## config.mk

```make
export PLATFORM = sky130hd
export DESIGN_NAME = sie_top
export DESIGN_NICKNAME = d
export VERILOG_FILES = /design/src/design/sie_pkg.sv /design/src/design/sie_flag_bank.sv /design/src/design/sie_top.sv
export VERILOG_INCLUDE_DIRS = /design/src /design/src/design
export SDC_FILE = /design/constraint.sdc
export NUM_CORES = 1
export LEC_CHECK = 0
export ABC_AREA = 1
export BUFFER_PORTS_ARGS = -buffer_cell sky130_fd_sc_hd__buf_2
export CORE_MARGIN = 2
export CORE_UTILIZATION = 30
export CTS_CLUSTER_DIAMETER = 60
export DETAILED_ROUTE_END_ITERATION = 16
export SYNTH_ARGS = -nofsm -noshare
export SYNTH_HDL_FRONTEND = slang
export SYNTH_SLANG_ARGS = --single-unit
```

## constraint.sdc

```tcl
create_clock -name clk_sys -period 2.4 [get_ports clk_sys]
set_clock_uncertainty 0.15 [all_clocks]
set_input_delay 0.24 -clock clk_sys [delete_from_list [all_inputs] [get_ports clk_sys]]
set_output_delay 0.24 -clock clk_sys [all_outputs]
set_load 0.05 [all_outputs]
```

## src/design/sie_defs.svh

```systemverilog
`ifndef SIE_DEFS_SVH
`define SIE_DEFS_SVH

// Register offsets
`define SIE_OFF_CLR       8'h00
`define SIE_OFF_SET       8'h04
`define SIE_OFF_FLAG      8'h08

// Reset values
`define SIE_RST_EN        12'h000
`define SIE_RST_FLAG      12'h000
`define SIE_RST_RDATA     32'h0000_0000

// Field positions
`define SIE_BIT_XTAL      0
`define SIE_BIT_XTAL_SLOW 1
`define SIE_BIT_RC_SLOW   2
`define SIE_BIT_RC_FAST   3
`define SIE_BIT_LOOP_RDY  4
`define SIE_BIT_LOOP_OOB  5
`define SIE_BIT_LOOP_FINE 6
`define SIE_BIT_LOOP_CRS  7
`define SIE_BIT_LOOP_RCS  8
`define SIE_BIT_BO_RDY    9
`define SIE_BIT_BO_DET    10
`define SIE_BIT_BO_SYNC   11

// Implemented width
`define SIE_NSRC          12

`endif

```

## src/design/sie_pkg.sv

```systemverilog
`include "sie_defs.svh"

package sie_pkg;

	typedef logic [`SIE_NSRC-1:0] sie_src_type;

	// One-hot register select
	typedef enum logic [3:0] {
		sel_none = 4'h1,
		sel_clr  = 4'h2,
		sel_set  = 4'h4,
		sel_flag = 4'h8
	} sie_sel_type;

endpackage

```

## src/design/sie_flag_bank.sv

```systemverilog
`timescale 1ns/10ps
`default_nettype none

`include "sie_defs.svh"

module sie_flag_bank #(
	parameter int NSRC = `SIE_NSRC
) (
	// Clock and reset
	input  wire logic            clk_sys,
	input  wire logic            rst_b,
	// Hardware events and software clear
	input  wire logic [NSRC-1:0] evt_set,
	input  wire logic [NSRC-1:0] sw_clr,
	// Sticky flags
	output logic      [NSRC-1:0] flag_q
);

	logic [NSRC-1:0] flag_d;

	// An event landing in the clear cycle survives
	assign flag_d = (flag_q & ~sw_clr) | evt_set;

	always_ff @(posedge clk_sys) begin
		if (!rst_b) begin
			flag_q <= NSRC'(`SIE_RST_FLAG);
		end else begin
			flag_q <= flag_d;
		end
	end

	flag_set_wins_a: assert property (@(posedge clk_sys) disable iff (!rst_b)
		(evt_set != '0) |=> ((flag_q & $past(evt_set)) == $past(evt_set)))
		else $error("event lost against flag clear");

endmodule

`default_nettype wire

```

## src/design/sie_top.sv

```systemverilog
// The implementer's own choice: strobed register access.
`timescale 1ns/10ps
`default_nettype none

`include "sie_defs.svh"

// Summary of operation
// - Writing zero to a set-register bit leaves that enable unchanged.
// - Bit 0 enables crystal ready; bit 1 enables slow crystal ready.
// - Bits 11, 10, 9 enable brown-out sync ready, detect, ready.
// - Bit 8 enables loop reference stopped; bit 7 loop coarse lock.
// - Enabled source requests an interrupt while its pending flag is set.
// - Disabled source raises no request.
// - Enables reset to zero; enable writes refused while write protection is on.
// - Clear register shares the enables; writing one there disables.

module sie_top #(
	parameter int NSRC = `SIE_NSRC
) (
	// Clock and reset
	input  wire logic              clk_sys,
	input  wire logic              rst_b,
	// Register port
	input  wire logic [7:0]        reg_addr,
	input  wire logic [31:0]       reg_wdata,
	input  wire logic              reg_wr,
	input  wire logic              reg_rd,
	output logic      [31:0]       reg_rdata,
	// Write protection of enable registers
	input  wire logic              wprot_on,
	// Source events
	input  wire sie_pkg::sie_src_type src_evt,
	// Interrupt outputs
	output sie_pkg::sie_src_type   irq_req,
	output logic                   irq
);

	import sie_pkg::*;

	// Bit views of the enable register
	logic ext_crystal_ready_en;
	logic ext_slow_crystal_ready_en;
	logic slow_rc_ready_en;
	logic fast_rc_ready_en;
	logic loop_ready_en;
	logic loop_out_of_bounds_en;
	logic loop_fine_lock_en;
	logic loop_coarse_lock_en;
	logic loop_refclk_stopped_en;
	logic brownout_ready_en;
	logic brownout_detect_en;
	logic brownout_sync_ready_en;

	sie_src_type en_q;
	sie_src_type en_d;
	sie_src_type flag_q;
	sie_src_type wbits;
	sie_src_type flag_clr;
	sie_sel_type wsel;
	sie_sel_type rsel;
	logic [31:0] rdata_d;
	logic [31:0] rdata_q;
	logic        wr_set;
	logic        wr_clr;
	logic        wr_flag;

	// Address decode shared by read and write
	function automatic sie_sel_type decode(input logic [7:0] a);
		sie_sel_type s;
		s = sel_none;
		case (a)
			`SIE_OFF_CLR:  s = sel_clr;
			`SIE_OFF_SET:  s = sel_set;
			`SIE_OFF_FLAG: s = sel_flag;
			default:       s = sel_none;
		endcase
		return s;
	endfunction

	// Zero-extend an implemented field to the bus
	function automatic logic [31:0] widen(input sie_src_type v);
		return {{(32-NSRC){1'b0}}, v};
	endfunction

	assign wsel  = decode(reg_addr);
	assign rsel  = decode(reg_addr);
	assign wbits = reg_wdata[NSRC-1:0];

	// Protection only guards the enables; flags stay clearable
	assign wr_set  = reg_wr && (wsel == sel_set) && !wprot_on;
	assign wr_clr  = reg_wr && (wsel == sel_clr) && !wprot_on;
	assign wr_flag = reg_wr && (wsel == sel_flag);

	// Ones set (set register) or clear (clear register), zeros leave the bit alone
	assign en_d = wr_set ? (en_q | wbits) :
	              wr_clr ? (en_q & ~wbits) :
	              en_q;

	always_ff @(posedge clk_sys) begin
		if (!rst_b) begin
			en_q <= `SIE_RST_EN;
		end else begin
			en_q <= en_d;
		end
	end

	// Named bit views
	assign ext_crystal_ready_en      = en_q[`SIE_BIT_XTAL];
	assign ext_slow_crystal_ready_en = en_q[`SIE_BIT_XTAL_SLOW];
	assign slow_rc_ready_en          = en_q[`SIE_BIT_RC_SLOW];
	assign fast_rc_ready_en          = en_q[`SIE_BIT_RC_FAST];
	assign loop_ready_en             = en_q[`SIE_BIT_LOOP_RDY];
	assign loop_out_of_bounds_en     = en_q[`SIE_BIT_LOOP_OOB];
	assign loop_fine_lock_en         = en_q[`SIE_BIT_LOOP_FINE];
	assign loop_coarse_lock_en       = en_q[`SIE_BIT_LOOP_CRS];
	assign loop_refclk_stopped_en    = en_q[`SIE_BIT_LOOP_RCS];
	assign brownout_ready_en         = en_q[`SIE_BIT_BO_RDY];
	assign brownout_detect_en        = en_q[`SIE_BIT_BO_DET];
	assign brownout_sync_ready_en    = en_q[`SIE_BIT_BO_SYNC];

	// Pending flags, cleared by writing one
	assign flag_clr = wr_flag ? wbits : '0;

	sie_flag_bank #(
		.NSRC (NSRC)
	) u_flags (
		.clk_sys (clk_sys),
		.rst_b   (rst_b),
		.evt_set (src_evt),
		.sw_clr  (flag_clr),
		.flag_q  (flag_q)
	);

	// Requests gated by the enables
	assign irq_req = {
		brownout_sync_ready_en    & flag_q[`SIE_BIT_BO_SYNC],
		brownout_detect_en        & flag_q[`SIE_BIT_BO_DET],
		brownout_ready_en         & flag_q[`SIE_BIT_BO_RDY],
		loop_refclk_stopped_en    & flag_q[`SIE_BIT_LOOP_RCS],
		loop_coarse_lock_en       & flag_q[`SIE_BIT_LOOP_CRS],
		loop_fine_lock_en         & flag_q[`SIE_BIT_LOOP_FINE],
		loop_out_of_bounds_en     & flag_q[`SIE_BIT_LOOP_OOB],
		loop_ready_en             & flag_q[`SIE_BIT_LOOP_RDY],
		fast_rc_ready_en          & flag_q[`SIE_BIT_RC_FAST],
		slow_rc_ready_en          & flag_q[`SIE_BIT_RC_SLOW],
		ext_slow_crystal_ready_en & flag_q[`SIE_BIT_XTAL_SLOW],
		ext_crystal_ready_en      & flag_q[`SIE_BIT_XTAL]
	};
	assign irq = |irq_req;

	// Both enable views read the same state; unmapped reads zero
	assign rdata_d = !reg_rd           ? `SIE_RST_RDATA :
	                 (rsel == sel_set)  ? widen(en_q) :
	                 (rsel == sel_clr)  ? widen(en_q) :
	                 (rsel == sel_flag) ? widen(flag_q) :
	                 `SIE_RST_RDATA;

	// Read data stand only in the cycle after the strobe
	always_ff @(posedge clk_sys) begin
		if (!rst_b) begin
			rdata_q <= `SIE_RST_RDATA;
		end else begin
			rdata_q <= rdata_d;
		end
	end

	assign reg_rdata = rdata_q;

	// Checks

	set_zero_keeps_a: assert property (@(posedge clk_sys) disable iff (!rst_b)
		wr_set |=> ((en_q & ~$past(wbits)) == ($past(en_q) & ~$past(wbits))))
		else $error("zero written to set register changed an enable");

	crystal_bits_a: assert property (@(posedge clk_sys) disable iff (!rst_b)
		(reg_wr && reg_addr == `SIE_OFF_SET && !wprot_on && reg_wdata[1:0] == 2'h3)
		|=> (ext_crystal_ready_en && ext_slow_crystal_ready_en))
		else $error("crystal enables not set");

	brownout_bits_a: assert property (@(posedge clk_sys) disable iff (!rst_b)
		(reg_wr && reg_addr == `SIE_OFF_SET && !wprot_on && reg_wdata[11:9] != 3'h0)
		|=> ({brownout_sync_ready_en, brownout_detect_en, brownout_ready_en}
		     & $past(reg_wdata[11:9])) == $past(reg_wdata[11:9]))
		else $error("brown-out enables not set in order");

	loop_bits_a: assert property (@(posedge clk_sys) disable iff (!rst_b)
		(reg_wr && reg_addr == `SIE_OFF_SET && !wprot_on && reg_wdata[8:7] == 2'h3)
		|=> (loop_refclk_stopped_en && loop_coarse_lock_en))
		else $error("loop enables not set");

	request_raised_a: assert property (@(posedge clk_sys) disable iff (!rst_b)
		((flag_q & en_q) != '0) |-> irq)
		else $error("enabled pending flag gave no request");

	disabled_quiet_a: assert property (@(posedge clk_sys) disable iff (!rst_b)
		(en_q == '0) |-> (!irq && irq_req == '0))
		else $error("request raised with all sources disabled");

	reset_zero_a: assert property (@(posedge clk_sys)
		!rst_b |=> (en_q == '0 && reg_rdata == '0))
		else $error("enables not zero after reset");

	protect_hold_a: assert property (@(posedge clk_sys) disable iff (!rst_b)
		(reg_wr && wprot_on && reg_addr != `SIE_OFF_FLAG) |=> $stable(en_q))
		else $error("protected write changed the enables");

	clear_write_a: assert property (@(posedge clk_sys) disable iff (!rst_b)
		wr_clr |=> ((en_q & $past(wbits)) == '0))
		else $error("clear register left an enable set");

	fine_bits_a: assert property (@(posedge clk_sys) disable iff (!rst_b)
		(reg_wr && reg_addr == `SIE_OFF_SET && !wprot_on && reg_wdata[6:2] == 5'h1F)
		|=> ({loop_fine_lock_en, loop_out_of_bounds_en, loop_ready_en,
		      fast_rc_ready_en, slow_rc_ready_en} == 5'h1F))
		else $error("bits 6 to 2 not set");

	upper_zero_a: assert property (@(posedge clk_sys) disable iff (!rst_b)
		reg_rd |=> (reg_rdata[31:12] == 20'h0_0000 &&
		            ($past(reg_addr) != `SIE_OFF_SET || reg_rdata[11:0] == $past(en_q))))
		else $error("read of set register wrong");

	// Per-bit checks catch a swapped field that the grouped ones would miss
	xtal_set_a: assert property (@(posedge clk_sys) disable iff (!rst_b)
		(wr_set && wbits[`SIE_BIT_XTAL]) |=> ext_crystal_ready_en)
		else $error("crystal ready enable not set");

	xtal_slow_set_a: assert property (@(posedge clk_sys) disable iff (!rst_b)
		(wr_set && wbits[`SIE_BIT_XTAL_SLOW]) |=> ext_slow_crystal_ready_en)
		else $error("slow crystal ready enable not set");

	bo_sync_set_a: assert property (@(posedge clk_sys) disable iff (!rst_b)
		(wr_set && wbits[`SIE_BIT_BO_SYNC]) |=> brownout_sync_ready_en)
		else $error("brown-out sync ready enable not set");

	bo_detect_set_a: assert property (@(posedge clk_sys) disable iff (!rst_b)
		(wr_set && wbits[`SIE_BIT_BO_DET]) |=> brownout_detect_en)
		else $error("brown-out detect enable not set");

	bo_ready_set_a: assert property (@(posedge clk_sys) disable iff (!rst_b)
		(wr_set && wbits[`SIE_BIT_BO_RDY]) |=> brownout_ready_en)
		else $error("brown-out ready enable not set");

	refclk_set_a: assert property (@(posedge clk_sys) disable iff (!rst_b)
		(wr_set && wbits[`SIE_BIT_LOOP_RCS]) |=> loop_refclk_stopped_en)
		else $error("reference stopped enable not set");

	coarse_set_a: assert property (@(posedge clk_sys) disable iff (!rst_b)
		(wr_set && wbits[`SIE_BIT_LOOP_CRS]) |=> loop_coarse_lock_en)
		else $error("coarse lock enable not set");

	fine_set_a: assert property (@(posedge clk_sys) disable iff (!rst_b)
		(wr_set && wbits[`SIE_BIT_LOOP_FINE]) |=> loop_fine_lock_en)
		else $error("fine lock enable not set");

	bounds_set_a: assert property (@(posedge clk_sys) disable iff (!rst_b)
		(wr_set && wbits[`SIE_BIT_LOOP_OOB]) |=> loop_out_of_bounds_en)
		else $error("out of bounds enable not set");

	loop_ready_set_a: assert property (@(posedge clk_sys) disable iff (!rst_b)
		(wr_set && wbits[`SIE_BIT_LOOP_RDY]) |=> loop_ready_en)
		else $error("loop ready enable not set");

	fast_rc_set_a: assert property (@(posedge clk_sys) disable iff (!rst_b)
		(wr_set && wbits[`SIE_BIT_RC_FAST]) |=> fast_rc_ready_en)
		else $error("fast oscillator ready enable not set");

	slow_rc_set_a: assert property (@(posedge clk_sys) disable iff (!rst_b)
		(wr_set && wbits[`SIE_BIT_RC_SLOW]) |=> slow_rc_ready_en)
		else $error("slow oscillator ready enable not set");

	// Clear side, three checks: crystal, brown-out, and loop together with the RC oscillators
	clr_crystal_a: assert property (@(posedge clk_sys) disable iff (!rst_b)
		(wr_clr && wbits[1:0] != 2'h0)
		|=> (({ext_slow_crystal_ready_en, ext_crystal_ready_en} & $past(wbits[1:0])) == 2'h0))
		else $error("crystal enable survived a clear");

	clr_brownout_a: assert property (@(posedge clk_sys) disable iff (!rst_b)
		(wr_clr && wbits[11:9] != 3'h0)
		|=> (({brownout_sync_ready_en, brownout_detect_en, brownout_ready_en} & $past(wbits[11:9])) == 3'h0))
		else $error("brown-out enable survived a clear");

	clr_loop_a: assert property (@(posedge clk_sys) disable iff (!rst_b)
		(wr_clr && wbits[8:2] != 7'h00)
		|=> (({loop_refclk_stopped_en, loop_coarse_lock_en, loop_fine_lock_en, loop_out_of_bounds_en,
		       loop_ready_en, fast_rc_ready_en, slow_rc_ready_en} & $past(wbits[8:2])) == 7'h00))
		else $error("loop or oscillator enable survived a clear");

	set_keeps_ones_a: assert property (@(posedge clk_sys) disable iff (!rst_b)
		wr_set |=> ((en_q & $past(en_q)) == $past(en_q)))
		else $error("set register write dropped an enable");

	clr_readback_a: assert property (@(posedge clk_sys) disable iff (!rst_b)
		(reg_rd && reg_addr == `SIE_OFF_CLR)
		|=> (reg_rdata[11:0] == $past(en_q) && reg_rdata[31:12] == 20'h0_0000))
		else $error("read of clear register wrong");

	req_needs_en_a: assert property (@(posedge clk_sys) disable iff (!rst_b)
		(irq_req & ~en_q) == '0)
		else $error("request raised for a disabled source");

	req_needs_flag_a: assert property (@(posedge clk_sys) disable iff (!rst_b)
		(irq_req & ~flag_q) == '0)
		else $error("request raised without a pending flag");

	irq_low_a: assert property (@(posedge clk_sys) disable iff (!rst_b)
		((flag_q & en_q) == '0) |-> !irq)
		else $error("interrupt line high with nothing enabled and pending");

	reset_quiet_a: assert property (@(posedge clk_sys)
		!rst_b |=> (!irq && irq_req == '0))
		else $error("request present after reset");

endmodule

`default_nettype wire

```

==> metrics.yaml, run 1 <==
outcome: "finished clean"
post-cts-setup-buffers: 0
final_cells: 378
syn_to_final_growth_pct: 17.31
start_kind: "register"
setup_slack_ns: 0.7143
place_inst: 371
portBuffers: 61
core_area_um2: 5921
timing.setup.critical_path_class: "reg2out"
cts_tree: "yes"
period_needed_ns: 1.686
placed_cell_area_um2: 2085
final_nets: 360
max_slew_margin: 0.4252
max_freq_mhz: 593.2
wirelength_mm: 4.481
yosysSeqAreaShare: 0.3910
finalHoldViolations: 0
synth_cell_types: 19
drv_cap: 0
grt_antenna_before_repair: 0
hp-class: "in2reg"
synth_xor_area_frac: 0
via_count: 1693
clock_path_buffers: 2
grtUsageTotal: 0.1409
path_max_fanout: 3
cp.buffers_inverters: 2
ys_ff_latch: 36
power_density_nw_per_um2: 554.2
synth_top_family_by_area: "simple AND/OR/NAND/NOR gates"
hold_depth: 3
crit_arrival_ns: 1.30
grt_max_degree: 32
p_leak_uw: 0.001039
end_kind: "output pin"
antenna_cells: 0
vdd_drop_max_v: 0.0001781
syn_inst: 246
slowest_stage: "dfxtp_1"
wl_per_cell_um: 11.85
synth-compound-area-share: 0.1181
synth_adder_area_share: 0
antenna_left: 0
cts_resized: 0
final.period_utilization: 0.7024
crit_chain: "nand2_1 -> inv_1 -> nor4_1 -> nand2_1 -> buf_2"
required_ns: 2.01
setup_viol: 0
die-area_um2: 6786
die_x_um: 82.38
rsz0062_at_grt: "false"
htree_levels: 2
clockRootBuffer: "clkbuf_8"
syn-cell-area_um2: 1843
drt_iter0_drc: 103
synth_area_leader_cell: "dfxtp_1"
ff2ff_path_depth: 2
grt-ovfl-total: 0
drv_slew: 0
worstHoldStart: "src_evt[4]"
design_area_um2: 2162
crit_path_max_incr_delay_ns: 0.33
dpl_worst_slack_ns: 0.6185
yosysWarningCount: 0
grt_pass1_wl_mm: 7.031
final_common_cell: "buf_2"
final_cell_mix: "buf_2, nand2_1, dfxtp_1"
r2r-end: "reg_rdata[7]"
critical_path.most_common_cell: "nand2_1"
vias_per_cell: 4.479
r2r_slack_ns: 1.57
synth-simple-area-share: 0.3014
synth_top_area_share: 0.3910
start_util: 0.3113
drive_above_1_share: 0.3234
fp.dieH_um: 82.38
synthTopCellsByArea: "dfxtp_1, nand2_1, buf_4, nand3_1, a21oi_1"
final_util: 0.3652
cts.hold.buffers_added: 0
hpwl_mm: 3.101
fin_setup_tns_ns: 0
cts_made_buffers: 5
synth.area.mux_share: 0
worst_slew_pin_slew_ns: 0.8613
clock_latency_ns: 0.29
num_io_pins: 102
path_clk_slew_ns: 0.07
drt-pass1-iter-count: 4
numClockSinks: 36
avgSynthCellArea_um2: 7.492
drc_errors: 0
hold_path_end: "u_flags.flag_q[4]"
grt_pass1_vias: 1505
gp_congestion: 0.6851
path_delay_family: "simple AND/OR/NAND/NOR gates"
rows: 28
==> tightest hold or removal path, stage by stage <==
cell and delay, ns:
buf_2 0.09, inv_1 0.04, a21oi_1 0.05
==> synth_stat cells, drive strengths merged <==
library cell / number
nand3: 30
inv: 27
dfxtp: 36
nor4: 1
nand2: 65
nor2: 9
conb: 1
a21oi: 36
buf: 29
clkbuf: 3
nand4: 9
==> area by class of cell <==
type                            count  area (µm²)
Clock buffer                        6       72.57
Fill cell                         671        3759
Multi-Input combinational cell    170       848.3
Inverter                           27       101.3
Sequential cell                    36       720.7
Tap cell                           75       93.84
Timing Repair Buffer               63       320.3
Clock inverter                      1       5.005
==> per-layer routing <==
metal  vias up  GRT usage  part of all wire
met3         6    0.03478             0.067
met5         -          0                 0
met1       763     0.1709              0.44
li1        860          -                 -
met4         0    0.06000             0.019
met2        64     0.2363              0.47
==> cell families (layout without fill, tap and decap cells) <==
group | Yosys count | after routing
and+or+nand+nor | 114 | 114
other | 1 | 20
AOI/OAI and AO/OA | 36 | 36
DFF | 36 | 36
buffers and inverters | 59 | 97
==> per-stage QoR <==
step	hold WS [ns]	total power, µW
finish	0.03305	1198
floorplan	0.2240	778.6
global route	0.03034	1248
CTS	0.02855	1212
global placement	0.3154	796.4
detailed placement	0.3174	799.4
==> how the worst max path moves through the flow <==
stage	startpoint	to	slack, ns	cells past startpoint
floorplan	u_flags.flag_q[2]	irq	0.80	4
global placement	reg_addr[2]	u_flags.flag_q[0]	0.67	7
detailed placement	reg_addr[7]	u_flags.flag_q[0]	0.62	7
CTS	u_flags.flag_q[2]	irq	0.69	5
global route	u_flags.flag_q[2]	irq	0.64	5
finish	u_flags.flag_q[2]	irq	0.71	5
==> where the power goes <==
group	internal, µW	switching, µW
sequential	612	12.4
clock	197	215
combinational	35.2	126
total	844	354
(Power assumes the default switching activity.)
==> inputs of run 2 (changes only) <==
- clock period: 2.4 -> 1.4 ns (I/O delays scaled with it)
==> run 2 against run 1 <==
  * The run now ends with setup timing left
  * Sequential cell count unchanged
  * Clock power up 92%
  * Routed wire length up 0.54%
  * Combinational power up 100%
  * Setup slack worse by 0.86 ns
  * Sequential share of layout area down 4.3 points
  * Hold slack worse by 0.025 ns
  * Clock-buffer cell count up 1
  * Non-clock buffer count up 25
  * Critical path type unchanged
  * Cell count up 6.6%
  * Critical endpoint unchanged
  * Utilization up 5.6 points
  * Largest power group unchanged
==> metrics.yaml, run 2 (synthesis results as in run 1) <==
die-area_um2: 6786
timing.setup.critical_path_class: "reg2out"
final_nets: 385
clockRootBuffer: "clkbuf_8"
clock_latency_ns: 0.28
setup_viol: 1
r2r_slack_ns: 0.61
design_area_um2: 2491
grt_antenna_before_repair: 0
grt_pass1_vias: 1510
rr_startpoint: "u_flags.flag_q[4]"
setup_slack_ns: -0.1413
path_clk_slew_ns: 0.07
fp.dieH_um: 82.38
hpwl_mm: 3.218
post-cts-setup-buffers: 0
hold_slack_ns: 0.007752
grt-ovfl-total: 0
crit_chain: "nand2_1 -> inv_1 -> nor4_2 -> nand2_2 -> buf_6"
die_x_um: 82.38
finalHoldViolations: 0
p_leak_uw: 0.001157
placed_cell_area_um2: 2195
p_int_uw: 1590
place_inst: 379
cts_made_buffers: 5
wl_per_cell_um: 11.18
clock_path_buffers: 2
period_needed_ns: 1.541
drt_iter0_drc: 68
drc_errors: 0
fillers: 653
final.period_utilization: 1.101
grt_pass1_wl_mm: 7.031
r2r-end: "u_flags.flag_q[4]"
num_io_pins: 102
cts_tree: "yes"
wirelength_mm: 4.505
required_ns: 1.11
violations: "setup timing"
start_util: 0.3113
syn_to_final_growth_pct: 35.17
antenna_cells: 0
antenna_left: 0
grt_max_degree: 32
slowest_stage: "dfxtp_1"
ff2ff_path_depth: 2
via_count: 1764
crit_end: "irq"
comb_power_share: 0.148
fin_setup_tns_ns: -0.1413
outcome: "finished, violations left"
numClockSinks: 36
final_util: 0.4208
crit_arrival_ns: 1.25
portBuffers: 61
end_kind: "output pin"
final_cell_mix: "buf_2, nand2_1, dfxtp_1"
drv_slew: 0
crit_path_max_incr_delay_ns: 0.33
path_max_fanout: 3
swShare: 0.2735
gp_congestion: 0.7689
core_area_um2: 5921
seqPwrFrac: 0.489
final_common_cell: "buf_2"
power_frac_clock: 0.362
rsz0062_at_grt: "true"
final_cells: 403
rows: 28
vdd_drop_max_v: 0.0003849
hp-class: "in2reg"
power_density_nw_per_um2: 878.6
drv_cap: 0
grtUsageTotal: 0.1381
p_sw_uw: 598.6
max_freq_mhz: 648.8
start_kind: "register"
drt-pass1-iter-count: 4
htree_levels: 2
vias_per_cell: 4.377
drive_above_1_share: 0.3506
## run 2: final cells by class
type,instances,area [µm²],area share
Tap cell,75,93.84,0.03767
Multi-Input combinational cell,170,862.1,0.3461
Timing Repair Buffer,88,609.3,0.2446
Clock buffer,7,96.34,0.03867
Sequential cell,36,724.4,0.2908
Inverter,27,105.1,0.04219
## run 2: what timing repair did
| action | CTS | global route |
|---|---|---|
| endpoints found under the hold margin | 17 | 0 |
| setup endpoints to repair | 1 | 8 |
| resized for setup | 2 | 11 |
| pin swaps | 0 | 1 |
| hold buffers | 17 | 0 |
| cloned | 0 | 0 |
## run 2: power groups by stage
stage,logic [µW],registers (µW),clock network (µW)
after floorplan,245,1090,0
after global placement,284,1090,0
after detailed placement,288,1090,0
after CTS,325,1070,813
after global routing,351,1070,861
final,325,1070,793
## run 2: worst min-delay path by stage
stage / end / slack [ns] / cells past startpoint / from
finish: register / 0.008 / 3 / reg_wdata[2]
global route: register / 0.0005 / 3 / reg_wdata[1]
CTS: register / 0.0001 / 3 / reg_wdata[7]
detailed placement: u_flags.flag_q[1] / 0.23 / 3 / src_evt[1]
global placement: u_flags.flag_q[5] / 0.23 / 3 / src_evt[5]
floorplan: u_flags.flag_q[0] / 0.12 / 2 / src_evt[0]
## run 2: worst max-delay path: cells and delay by family (launching register included)
family                 cells  cell delay [ns]
buffers and inverters      2             0.21
flip-flops                 1             0.33
AND/OR/NAND/NOR            3             0.43
## run 2: metrics by stage
| step | worst slack, ns | total power [µW] |
|---|---|---|
| finish | -0.1413 | 2189 |
| global route | -0.1931 | 2286 |
| CTS | -0.1651 | 2208 |
| detailed placement | 0.09328 | 1381 |
| global placement | 0.1167 | 1376 |
| floorplan | -0.02337 | 1335 |
## run 2: routing by layer
metal | part of all wire | up-vias | GRT usage | wire length, µm
li1 | - | 908 | - | -
met1 | 0.43 | 790 | 0.1751 | 1954
met2 | 0.48 | 62 | 0.2266 | 2179
met3 | 0.074 | 4 | 0.04348 | 334
met4 | 0.0080 | 0 | 0.03500 | 36
met5 | 0 | - | 0 | 0
